### src/hdl/aps_pkg.sv
/*
 * aps_pkg: shared constants for the auxiliary port, strap and status block.
 * assumes a single 25 MHz clock, synchronous active-high reset and an AHB-Lite master.
 */
// Function
// - both reset inputs active low: controller reset and radio reset
// - on reset release sample environment straps and enter selected mode
// - high=1,low=0 programming mode; both high run mode, the default
// - programming mode starts controller from the boot block
// - select inputs pulled up weakly; open gives 921.6k default rate
// - both selects low take speed and framing from parameter table
// - 1,1 921.6k; 0,1 115.2k table framing; 1,0 9.6k fixed 8N1
// - otherwise stop, start and parity come from the parameter table
// - factory table defaults: 9.6k, one stop, one start, no parity
// - direction output high transmitting, low receiving, real time
// - link status line two high while any serial link exists
// - wakeup output high when link activity needs host, else low
// - 12 MHz clock to controller, buffered copy as receive clock
package aps_pkg;
	// register byte offsets
	localparam logic [7:0] OFS_MODE    = 8'h00;
	localparam logic [7:0] OFS_UART    = 8'h04;
	localparam logic [7:0] OFS_NVPARAM = 8'h08;
	localparam logic [7:0] OFS_LINK    = 8'h0c;
	localparam logic [7:0] OFS_IRQ_ST  = 8'h10;
	localparam logic [7:0] OFS_IRQ_EN  = 8'h14;
	localparam logic [7:0] OFS_IRQ_CLR = 8'h18;

	// baud selection codes
	typedef enum logic [1:0] {APS_BAUD_TABLE, APS_BAUD_9K6, APS_BAUD_115K2, APS_BAUD_921K6} aps_baud_t;

	// parameter table layout: [3:0] rate code, [4] two stop bits, [5] start bit, [7:6] parity
	localparam int NV_RATE_LSB   = 0;
	localparam int NV_STOP_BIT   = 4;
	localparam int NV_START_BIT  = 5;
	localparam int NV_PAR_LSB    = 6;
	localparam logic [3:0] NV_RATE_9K6 = 4'h3;
	localparam logic [7:0] NV_RESET    = 8'h23; // 9.6k, one stop, start, no parity

	// fixed framing for the 9.6k strap: one stop, start on, no parity
	localparam logic [2:0] FIXED_FRAME = 3'h2;

	// link register bits
	localparam int LNK_TX   = 0;
	localparam int LNK_STA0 = 1;
	localparam int LNK_STA1 = 2;
	localparam int LNK_WAKE = 3;

	// interrupt bits
	localparam int IRQ_W     = 3;
	localparam int IRQ_LINK  = 0;
	localparam int IRQ_WAKE  = 1;
	localparam int IRQ_STRAP = 2;
endpackage : aps_pkg

### src/hdl/aps_sync.sv
/*
 * aps_sync: three-stage pin synchroniser with agreement filter.
 * assumes the input is asynchronous to i_mclk.
 */
`timescale 1ns/1ps
module aps_sync #(
	parameter logic RST_VAL = 1'b1
) (
	input  wire logic i_mclk,    // clock
	input  wire logic i_sys_rst, // sync reset
	input  wire logic i_pin,     // raw pin
	output logic      o_level    // filtered level
);
	logic s1;
	logic s2;
	logic s3;

	always_ff @(posedge i_mclk) begin
		if (i_sys_rst) begin
			s1 <= RST_VAL;
			s2 <= RST_VAL;
			s3 <= RST_VAL;
		end else begin
			s1 <= i_pin;
			s2 <= s1;
			s3 <= s2;
		end
	end

	// a change counts only once stages two and three agree
	always_ff @(posedge i_mclk) begin
		if (i_sys_rst) begin
			o_level <= RST_VAL;
		end else if (s2 == s3) begin
			o_level <= s3;
		end
	end
endmodule : aps_sync

### src/hdl/aps_aux_port.sv
/*
 * aps_aux_port: auxiliary host port - reset, strap capture, speed select,
 * link status outputs and an AHB-Lite register file for firmware.
 * assumes pins come from the host asynchronously; pull-ups are in the pad ring
 * and the bus master drives i_hsel/i_htrans per AHB-Lite.
 */
`timescale 1ns/1ps
module aps_aux_port (
	input  wire logic        i_mclk,           // 25 MHz clock
	input  wire logic        i_sys_rst,        // sync reset, active high
	input  wire logic        i_ctl_rst_n,      // controller reset pin
	input  wire logic        i_radio_rst_n,    // radio reset pin
	input  wire logic        i_env_strap_low,  // environment strap low
	input  wire logic        i_env_strap_high, // environment strap high
	input  wire logic        i_iface_select_a, // speed select a
	input  wire logic        i_iface_select_b, // speed select b
	input  wire logic        i_xtal_clk,       // 12 MHz crystal clock
	input  wire logic        i_hsel,           // ahb select
	input  wire logic [7:0]  i_haddr,          // ahb address
	input  wire logic [1:0]  i_htrans,         // ahb transfer type
	input  wire logic        i_hwrite,         // ahb write
	input  wire logic [2:0]  i_hsize,          // ahb size
	input  wire logic [31:0] i_hwdata,         // ahb write data
	input  wire logic        i_hready,         // ahb ready in
	output logic [31:0]      o_hrdata,         // ahb read data
	output logic             o_hreadyout,      // ahb ready out
	output logic             o_hresp,          // ahb response
	output logic             o_ctl_hold,       // controller held in reset
	output logic             o_radio_hold,     // radio held in reset
	output logic             o_prog_mode,      // programming mode active
	output logic             o_boot_block,     // start from boot block
	output logic [1:0]       o_baud_sel,       // selected rate code
	output logic [2:0]       o_frame,          // stop, start, parity x2 -> packed
	output logic [3:0]       o_nv_rate,        // table rate code in use
	output logic             o_baseband_clk,   // controller clock
	output logic             o_rx_data_clk,    // receive data clock
	output logic             o_tx_switch,      // direction, high = transmit
	output logic             o_link_stat0,     // firmware status line
	output logic             o_link_stat1,     // serial link present
	output logic             o_host_wakeup_out,// host wakeup
	output logic             o_irq             // interrupt level
);
	// ******************************
	// pin synchronisers
	// ******************************
	logic ctl_rst_n;
	logic radio_rst_n;
	logic env_low;
	logic env_high;
	logic sel_a;
	logic sel_b;
	logic [5:0] pins;
	logic [5:0] pins_s;

	assign pins = {i_ctl_rst_n, i_radio_rst_n, i_env_strap_low, i_env_strap_high,
		i_iface_select_a, i_iface_select_b};

	genvar gi;
	generate
		for (gi = 0; gi < 6; gi++) begin : g_sync
			aps_sync #(.RST_VAL((gi >= 4) ? 1'b0 : 1'b1)) i_aps_sync (
				.i_mclk    (i_mclk),
				.i_sys_rst (i_sys_rst),
				.i_pin     (pins[gi]),
				.o_level   (pins_s[gi])
			);
		end
	endgenerate

	assign {ctl_rst_n, radio_rst_n, env_low, env_high, sel_a, sel_b} = pins_s;

	// ******************************
	// reset holds and strap capture
	// ******************************
	logic any_rst;
	logic any_rst_d;
	logic release_ev;

	assign any_rst    = ~ctl_rst_n | ~radio_rst_n;
	assign release_ev = any_rst_d & ~any_rst;

	always_ff @(posedge i_mclk) begin
		if (i_sys_rst) begin
			any_rst_d    <= 1'b1;
			o_ctl_hold   <= 1'b1;
			o_radio_hold <= 1'b1;
		end else begin
			any_rst_d    <= any_rst;
			o_ctl_hold   <= ~ctl_rst_n;
			o_radio_hold <= ~radio_rst_n;
		end
	end

	function automatic aps_pkg::aps_baud_t decode_baud(input logic a, input logic b);
		case ({a, b})
			2'b11:   decode_baud = aps_pkg::APS_BAUD_921K6;
			2'b01:   decode_baud = aps_pkg::APS_BAUD_115K2;
			2'b10:   decode_baud = aps_pkg::APS_BAUD_9K6;
			default: decode_baud = aps_pkg::APS_BAUD_TABLE;
		endcase
	endfunction : decode_baud

	aps_pkg::aps_baud_t baud;

	// straps are caught only at the release edge, so later wiggles are harmless
	always_ff @(posedge i_mclk) begin
		if (i_sys_rst) begin
			o_prog_mode  <= 1'b0;
			o_boot_block <= 1'b0;
			baud         <= aps_pkg::APS_BAUD_921K6;
		end else if (release_ev) begin
			o_prog_mode  <= env_high & ~env_low;
			o_boot_block <= env_high & ~env_low;
			baud         <= decode_baud(sel_a, sel_b);
		end
	end

	assign o_baud_sel = baud;

	// ******************************
	// parameter table and framing
	// ******************************
	logic [7:0] nv_param;
	logic [2:0] nv_frame;

	assign nv_frame = {nv_param[aps_pkg::NV_STOP_BIT], nv_param[aps_pkg::NV_START_BIT],
		|nv_param[aps_pkg::NV_PAR_LSB +: 2]};

	always_ff @(posedge i_mclk) begin
		if (i_sys_rst) begin
			o_frame   <= aps_pkg::FIXED_FRAME;
			o_nv_rate <= aps_pkg::NV_RATE_9K6;
		end else begin
			o_nv_rate <= nv_param[aps_pkg::NV_RATE_LSB +: 4];
			if (baud == aps_pkg::APS_BAUD_9K6) begin
				o_frame <= aps_pkg::FIXED_FRAME;
			end else begin
				o_frame <= nv_frame;
			end
		end
	end

	// ******************************
	// clocks
	// ******************************
	// pass-through of the crystal clock; a real chip puts a clock buffer here
	assign o_baseband_clk = i_xtal_clk;
	assign o_rx_data_clk  = i_xtal_clk;

	// ******************************
	// ahb-lite slave
	// ******************************
	logic       dp_wr;
	logic       dp_rd;
	logic [7:0] dp_addr;
	logic [3:0] link_reg;
	logic [aps_pkg::IRQ_W-1:0] irq_st;
	logic [aps_pkg::IRQ_W-1:0] irq_en;
	logic [aps_pkg::IRQ_W-1:0] irq_set;
	logic       clr_wr;

	always_ff @(posedge i_mclk) begin
		if (i_sys_rst) begin
			dp_wr   <= 1'b0;
			dp_rd   <= 1'b0;
			dp_addr <= 8'h00;
		end else if (i_hready) begin
			dp_wr   <= i_hsel & i_htrans[1] & i_hwrite;
			dp_rd   <= i_hsel & i_htrans[1] & ~i_hwrite;
			dp_addr <= i_haddr;
		end
	end

	assign o_hreadyout = 1'b1;
	assign o_hresp     = 1'b0;
	assign clr_wr      = dp_wr && dp_addr == aps_pkg::OFS_IRQ_CLR;

	always_ff @(posedge i_mclk) begin
		if (i_sys_rst) begin
			nv_param <= aps_pkg::NV_RESET;
			link_reg <= 4'h0;
			irq_en   <= '0;
		end else if (dp_wr) begin
			case (dp_addr)
				aps_pkg::OFS_NVPARAM: nv_param <= i_hwdata[7:0];
				aps_pkg::OFS_LINK:    link_reg <= i_hwdata[3:0];
				aps_pkg::OFS_IRQ_EN:  irq_en   <= i_hwdata[aps_pkg::IRQ_W-1:0];
				default: ;
			endcase
		end
	end

	always_ff @(posedge i_mclk) begin
		if (i_sys_rst) begin
			o_hrdata <= 32'h0000_0000;
		end else if (i_hready && i_hsel && i_htrans[1] && !i_hwrite) begin
			case (i_haddr)
				aps_pkg::OFS_MODE:    o_hrdata <= {28'h0, o_boot_block, o_prog_mode, o_radio_hold, o_ctl_hold};
				aps_pkg::OFS_UART:    o_hrdata <= {25'h0, o_frame, 2'h0, baud};
				aps_pkg::OFS_NVPARAM: o_hrdata <= {24'h0, nv_param};
				aps_pkg::OFS_LINK:    o_hrdata <= {28'h0, link_reg};
				aps_pkg::OFS_IRQ_ST:  o_hrdata <= {29'h0, irq_st};
				aps_pkg::OFS_IRQ_EN:  o_hrdata <= {29'h0, irq_en};
				default:              o_hrdata <= 32'h0000_0000;
			endcase
		end
	end

	// ******************************
	// status outputs
	// ******************************
	always_ff @(posedge i_mclk) begin
		if (i_sys_rst) begin
			o_tx_switch       <= 1'b0;
			o_link_stat0      <= 1'b0;
			o_link_stat1      <= 1'b0;
			o_host_wakeup_out <= 1'b0;
		end else begin
			o_tx_switch       <= link_reg[aps_pkg::LNK_TX];
			o_link_stat0      <= link_reg[aps_pkg::LNK_STA0];
			o_link_stat1      <= link_reg[aps_pkg::LNK_STA1];
			o_host_wakeup_out <= link_reg[aps_pkg::LNK_WAKE];
		end
	end

	// ******************************
	// interrupts
	// ******************************
	assign irq_set[aps_pkg::IRQ_LINK]  = link_reg[aps_pkg::LNK_STA1] ^ o_link_stat1;
	assign irq_set[aps_pkg::IRQ_WAKE]  = link_reg[aps_pkg::LNK_WAKE] & ~o_host_wakeup_out;
	assign irq_set[aps_pkg::IRQ_STRAP] = release_ev;

	// set wins over a clear in the same cycle
	always_ff @(posedge i_mclk) begin
		if (i_sys_rst) begin
			irq_st <= '0;
		end else begin
			irq_st <= (irq_st & ~(clr_wr ? i_hwdata[aps_pkg::IRQ_W-1:0] : '0)) | irq_set;
		end
	end

	assign o_irq = |(irq_st & irq_en);
endmodule : aps_aux_port

### config.mk
export PLATFORM = sky130hd
export DESIGN_NAME = aps_aux_port
export DESIGN_NICKNAME = d
export VERILOG_FILES = /design/src/hdl/aps_pkg.sv /design/src/hdl/aps_sync.sv /design/src/hdl/aps_aux_port.sv
export SDC_FILE = /design/constraint.sdc
export NUM_CORES = 1
export LEC_CHECK = 0
export BUFFER_PORTS_ARGS = -buffer_cell sky130_fd_sc_hd__buf_2
export CELL_PAD_IN_SITES_DETAIL_PLACEMENT = 1
export CELL_PAD_IN_SITES_GLOBAL_PLACEMENT = 1
export CORE_MARGIN = 1
export CORE_UTILIZATION = 25
export DETAILED_ROUTE_END_ITERATION = 6
export PLACE_DENSITY_LB_ADDON = 0.1
export REMOVE_ABC_BUFFERS = 1
export SLEW_MARGIN = 20
export SYNTH_ARGS = -nofsm -noshare
export SYNTH_HDL_FRONTEND = slang
export SYNTH_SLANG_ARGS = --single-unit
export TNS_END_PERCENT = 10
### constraint.sdc
create_clock -name i_mclk -period 3.55 [get_ports i_mclk]
set_input_delay 0.1775 -clock i_mclk [delete_from_list [all_inputs] [get_ports i_mclk]]
set_output_delay 0.1775 -clock i_mclk [all_outputs]
set_load 0.005 [all_outputs]
; Word level (Yosys, flattened, before mapping)
; Index checks and enable logic that the tools add are counted.
[totals]
regBits = 100
inputBits = 57
output_inout_bits = 54
[classes]
eq_ne = 19
n_mux = 3
bitwise_logic = 16
reduce_logical = 12
[ops]
columns = op, count
row1 = one-hot mux 8 bit (6 select lines), 1
row2 = "== test 8 x 4 -> 1 bit, second input constant", 4
row3 = "== test 8 x 5 -> 1 bit, second input constant", 4
row4 = "== test 8 x 3 -> 1 bit, second input constant", 1
row5 = logical NOT 8 bit, 1
row6 = bitwise AND 3 bit, 2
row7 = == test 1 bit, 6
row8 = one-hot mux 2 bit (3 select lines), 1
row9 = AND reduction 2 bit, 3
row10 = bitwise AND 1 bit, 5
row11 = NOT 1 bit, 5
row12 = "== test 2 x 1 -> 1 bit, second input constant", 2
row13 = "== test 2 bit, second input constant", 2
row14 = logical AND 1 bit, 4
row15 = OR reduction 2 bit, 2
row16 = two-way mux 3 bit, 1
row17 = NOT 3 bit, 1
row18 = OR 3 bit, 1
row19 = OR reduction 3 bit, 1
row20 = logical NOT 1 bit, 1
row21 = OR 1 bit, 1
row22 = XOR 1 bit, 1

; Logic depth before layout (Yosys ltp)
[logic_depth]
depth_word = 6
mapped_depth = 5
ltp_nobuf = 4

; Modules after synthesis
; From an unflattened synthesis, not the netlist that was laid out.
[unflattened]
hier_cells = 298
area_unflattened_um2 = 2979.1
[by_module_without_submodules]
columns = mod, n_inst, cells_each, area_each_um2
row1 = aps_aux_port, 1, 238, 2293.4
row2 = aps_sync at g_sync[0].i_aps_sync ..., 4, 10, 115.1
row3 = aps_sync at g_sync[4].i_aps_sync ..., 2, 10, 112.6

; Least setup slack after synthesis
; OpenSTA, ideal clock, no wires.
[synth_path]
path_type = register to register
from = reg dp_addr[5]
to = reg irq_en[0] (netlist bit)
setup_time_ps = 128
t_arrival_ps = 1250
required_ps = 3422
setup_slack_ps = 2173
stages_incl_launch_ff = 6
period_less_slack_ps = 1377
path_cell_list = dfxtp_1 -> nor4b_2 -> and3_1 -> clkbuf_1 -> mux2i_1 -> nor2_1
[synth_between]
elab_chain_cells = 2
[synth_rtl]
columns = element, line
row1 = "start, declared", aps_aux_port.sv:155  ; logic [7:0] dp_addr;
row2 = "start signal, assigned", aps_aux_port.sv:170  ; dp_addr <= i_haddr;
row3 = == test 8 x 5 -> 1 bit, aps_aux_port.sv:184  ; case (dp_addr)
row4 = AND reduction 2 bit (no source line), --
row5 = "end signal, assigned", aps_aux_port.sv:187  ; aps_pkg::OFS_IRQ_EN: irq_en <= i_hwdata[aps_pkg::IRQ_W-1:0];
row6 = "end, declared", aps_aux_port.sv:158  ; logic [aps_pkg::IRQ_W-1:0] irq_en;
; Every way passes these cells.
; A chain may end at the register's enable or synchronous reset.

; Worst setup path in the final report
[layout_path]
from = reg dp_addr[5]
to = reg nv_param[0]
[layout_between]
elab_chain_cells = 2
[layout_rtl]
columns = element, line
row1 = == test 8 x 4 -> 1 bit, aps_aux_port.sv:184
row2 = AND reduction 2 bit (no source line), --
row3 = "end signal, assigned", aps_aux_port.sv:180  ; nv_param <= aps_pkg::NV_RESET;
row4 = "end signal, assigned", aps_aux_port.sv:185  ; aps_pkg::OFS_NVPARAM: nv_param <= i_hwdata[7:0];
row5 = "end, declared", aps_aux_port.sv:123  ; logic [7:0] nv_param;
; Every way passes these cells.

==> flow_summary.json <==
{
  "switchingPower_mw": 0.400,
  "sum_of_overflow_across_all_layers_after_global_routing": 0,
  "power.leakage_nw": 1.57,
  "worstHoldPathCells": 2,
  "ctsHoldBuffers": 0,
  "layout.cells.non_filler": 499,
  "timing.reg2reg.setup_slack_ns": 1.54,
  "cts-resized-gates": 0,
  "drive_above_1_share_pct": 24.2,
  "worst_r2r_endpoint": "nv_param[0]",
  "r2r_start": "dp_addr[5]",
  "postSynthCellCount": 307,
  "antenna_diodes": 0,
  "fp.dieArea_sq_um": 12500,
  "max-slew-margin-rel_pct": 48.8,
  "period_utilization_pct": 56.6,
  "timing.max_cap.violations": 0,
  "power.share.combinational_pct": 4.5,
  "cell_internal_pwr_mw": 1.51,
  "max_slew_violation_count": 0,
  "outcome": "complete, but fails checks",
  "worst-endpoint-required_ns": 3.73,
  "sequential_share_of_the_synthesized_area_pct": 50.5,
  "reg.largest.list": "dp_addr x8, nv_param x8, o_hrdata x8",
  "gp_congestion": 0.710,
  "dr_total_vias": 2143,
  "cts.sinks": 76,
  "cts_root_buffer": "clkbuf_16",
  "critPathCaptureType": "flop",
  "synth-adder-area-share_pct": 0,
  "synth-simple-area-share_pct": 20.5,
  "route.detailed.drc": 10,
  "vdd_ir_drop_max_v": 0.000305,
  "vias_per_cell": 4.29,
  "crit_slowest_cell": "nand4_1",
  "drt.antenna.violating_nets": 0,
  "die_height_um": 112,
  "synth_mux_area_share_pct": 9.39,
  "final.min_clock_period_ns": 2.01,
  "synth_area_leaders": "dfxtp_1 (51%), mux2i_1 (7.6%), buf_4 (7.2%)",
  "wl_per_cell_um": 13.7,
  "ys_types": 41,
  "numCtsBuffers": 9,
  "grt_start_max_net_pins": 43,
  "path_class": "flop to flop",
  "tritoncts": "done",
  "timing.hold.worst.class": "input pin to flop",
  "post-dp-hpwl_mm": 4.85,
  "pwr-share-seq_pct": 45.9,
  "post_synthesis_cell_area_sq_um": 3010,
  "post_cts.repair.setup_buffers": 0,
  "sw_frac_of_total_pct": 21.0,
  "violations": "DRC",
  "final_hold_fails": 0,
  "synth_top_family_by_area": "simple AND/OR/NAND/NOR gates",
  "synth_compound_area_share_pct": 9.02,
  "grt_setup_unrepaired": "no",
  "arrival_ns": 2.19,
  "slew_at_the_pin_closest_to_its_max_slew_limit_ns": 0.768,
  "final_critical_path_setup_slack_ns": 1.54,
  "r2r.worst_path.cells": 4,
  "finalClockSkew_ns": 0.00321,
  "startpoint_types": "flop",
  "clock_insertion_delay_worst_skew_ns": 0.33,
  "synth_area_leader_cell": "dfxtp_1",
  "synth_most_common_cell": "dfxtp_1",
  "most_common_library_cells_after_synthesis": "dfxtp_1 (76), nor2_1 (36), buf_4 (29)",
  "postSynthAreaPerCell_sq_um": 9.81,
  "floorplan.die.width_um": 112,
  "worst_setup_hold_path_clk_slew_ns": 0.06,
  "count_of_flip_flops_with_a_built_in_enable_after_synthesis": 0,
  "placement.io_buffers": 53,
  "row_count": 39,
  "synth_ff_type": "dfxtp_1",
  "initial_core_util_pct": 26.0,
  "power-per-cell-area_nw_per_um2": 533,
  "max-clock-path-buffers": 2,
  "setup_viol": 0,
  "timing.critical_path.from": "dp_addr[5]",
  "detailedPlace.worstSlack_ns": 1.53,
  "grt_pass1_wl_mm": 11.0,
  "holdPathEnd": "g_sync[1].i_aps_sync.s1",
  "postRouteWirelength_mm": 6.84,
  "max_freq_ghz": 0.498,
  "finalHoldWorstSlack_ns": 0.0280,
  "drtIter0Drc": 94,
  "grt_pass1_vias": 2040,
  "yosys_register_bits": 76,
  "initial_antenna_violation_count": 0,
  "post_synth_xor_area_fraction_pct": 0.291,
  "critical_path.max_fanout": 11,
  "areaGrowthSynthToFinish_pct": 18.8,
  "async_flop_share_pct": 0,
  "cts-htree-levels": 3,
  "ys_warn_count": 0,
  "fin_tns_setup_ns": 0,
  "first_pass_iters": 7,
  "total_global_routing_track_utilization_pct": 11.7,
  "fillCellCount": 1300,
  "core_area_sq_um": 11600,
  "fin_area_sq_um": 3580,
  "post-place-cells": 485,
  "dp_area_sq_um": 3270,
  "hp-start": "i_iface_select_a",
  "num-nets-final": 410,
  "pwr-share-clk_pct": 49.6,
  "timing.critical_path.cells": "nor4b_2 > nand4_1 > nor3_1 > a21oi_1",
  "cpPeakStageDelay_ns": 0.68,
  "pin_count": 111,
  "synthDominantCellAreaShare_pct": 50.5
}
## logic make-up (layout without fill, tap and decap cells)
| kind of cell | count (synthesis) | count (layout) |
|---|---|---|
| AOI/OAI and AO/OA | 45 | 45 |
| xor gates and xnor gates | 1 | 1 |
| and+or+nand+nor | 109 | 109 |
| other | 2 | 26 |
| buffers and inverters | 49 | 74 |
| DFF | 76 | 76 |
| muxes | 25 | 25 |
## per-layer routing
metal / part of all wire [%] / wire, um / vias to the layer above / GRT usage (%)
met5: 0 / 0 / - / 0
met4: 1.9 / 128 / 0 / 5.14
met3: 5.2 / 359 / 7 / 3.86
met2: 45 / 3070 / 60 / 18.0
met1: 48 / 3290 / 997 / 14.9
li1: - / - / 1079 / -
## how the worst max path moves through the flow
stage / endpoint / depth (start not counted)
6_report: nv_param[0] / 4
5_1_grt: nv_param[1] / 4
4_1_cts: nv_param[5] / 4
3_5_place_dp: nv_param[0] / 4
3_3_place_gp: nv_param[5] / 4
2_1_floorplan: nv_param[0] / 4
## cell type report
type / count / area, sq um / area share [%]
clock buffers: 9 / 225 / 6.29
clock inverters: 5 / 78.8 / 2.20
inverters: 6 / 22.5 / 0.629
multi-input cells: 206 / 1280 / 35.7
flip-flops and latches: 76 / 1520 / 42.5
well taps: 143 / 179 / 5.00
repair buffers: 54 / 273 / 7.62
## through the flow
step                      utilization (%)  power [mW]
final                                30.9        1.91
after floorplan                         -       0.931
after CTS                            30.9        1.95
after global routing                 30.9        2.00
after detailed placement             28.3       0.981
after global placement               28.3       0.979
## worst max-delay path: cells and delay by family, from the launching register on
family,cells,cell delay (ns)
AO/OA/AOI/OAI,1,0.07
flip-flops,1,0.32
AND/OR/NAND/NOR,3,1.47
## power by group through the flow
stage          Sequential [mW]  Combinational, mW  Clock (mW)
6_report                 0.875             0.0852       0.947
5_1_grt                  0.876             0.0960        1.03
4_1_cts                  0.875             0.0873       0.990
3_5_place_dp             0.894             0.0869           0
3_3_place_gp             0.893             0.0855           0
2_1_floorplan            0.892             0.0393           0
## cells in the final DEF (no fill, tap or decap), types with 2 or more instances in the layout
cell type  synthesis  routed
a211o_1            2       2
inv_1              6       6
conb_1             2      26
o21bai_1           4       4
nor2_1            36      36
a32oi_1            2       2
mux2i_1           23      23
a21oi_1           20      20
nand2_1           11      11
a22oi_1            4       4
mux4_1             2       2
clkbuf_16          0       9
nand4_1            3       3
nand4b_1           2       2
buf_2              1      53
or2_2             13      13
dfxtp_1           76      76
bufinv_16          0       2
nand2b_1           7       7
nand3_1            4       4
nor3_1             6       6
nor4_4             2       2
clkinv_2           0       2
o21ai_0            9       9
nor2b_1           15      15
(Power assumes the default switching activity.)
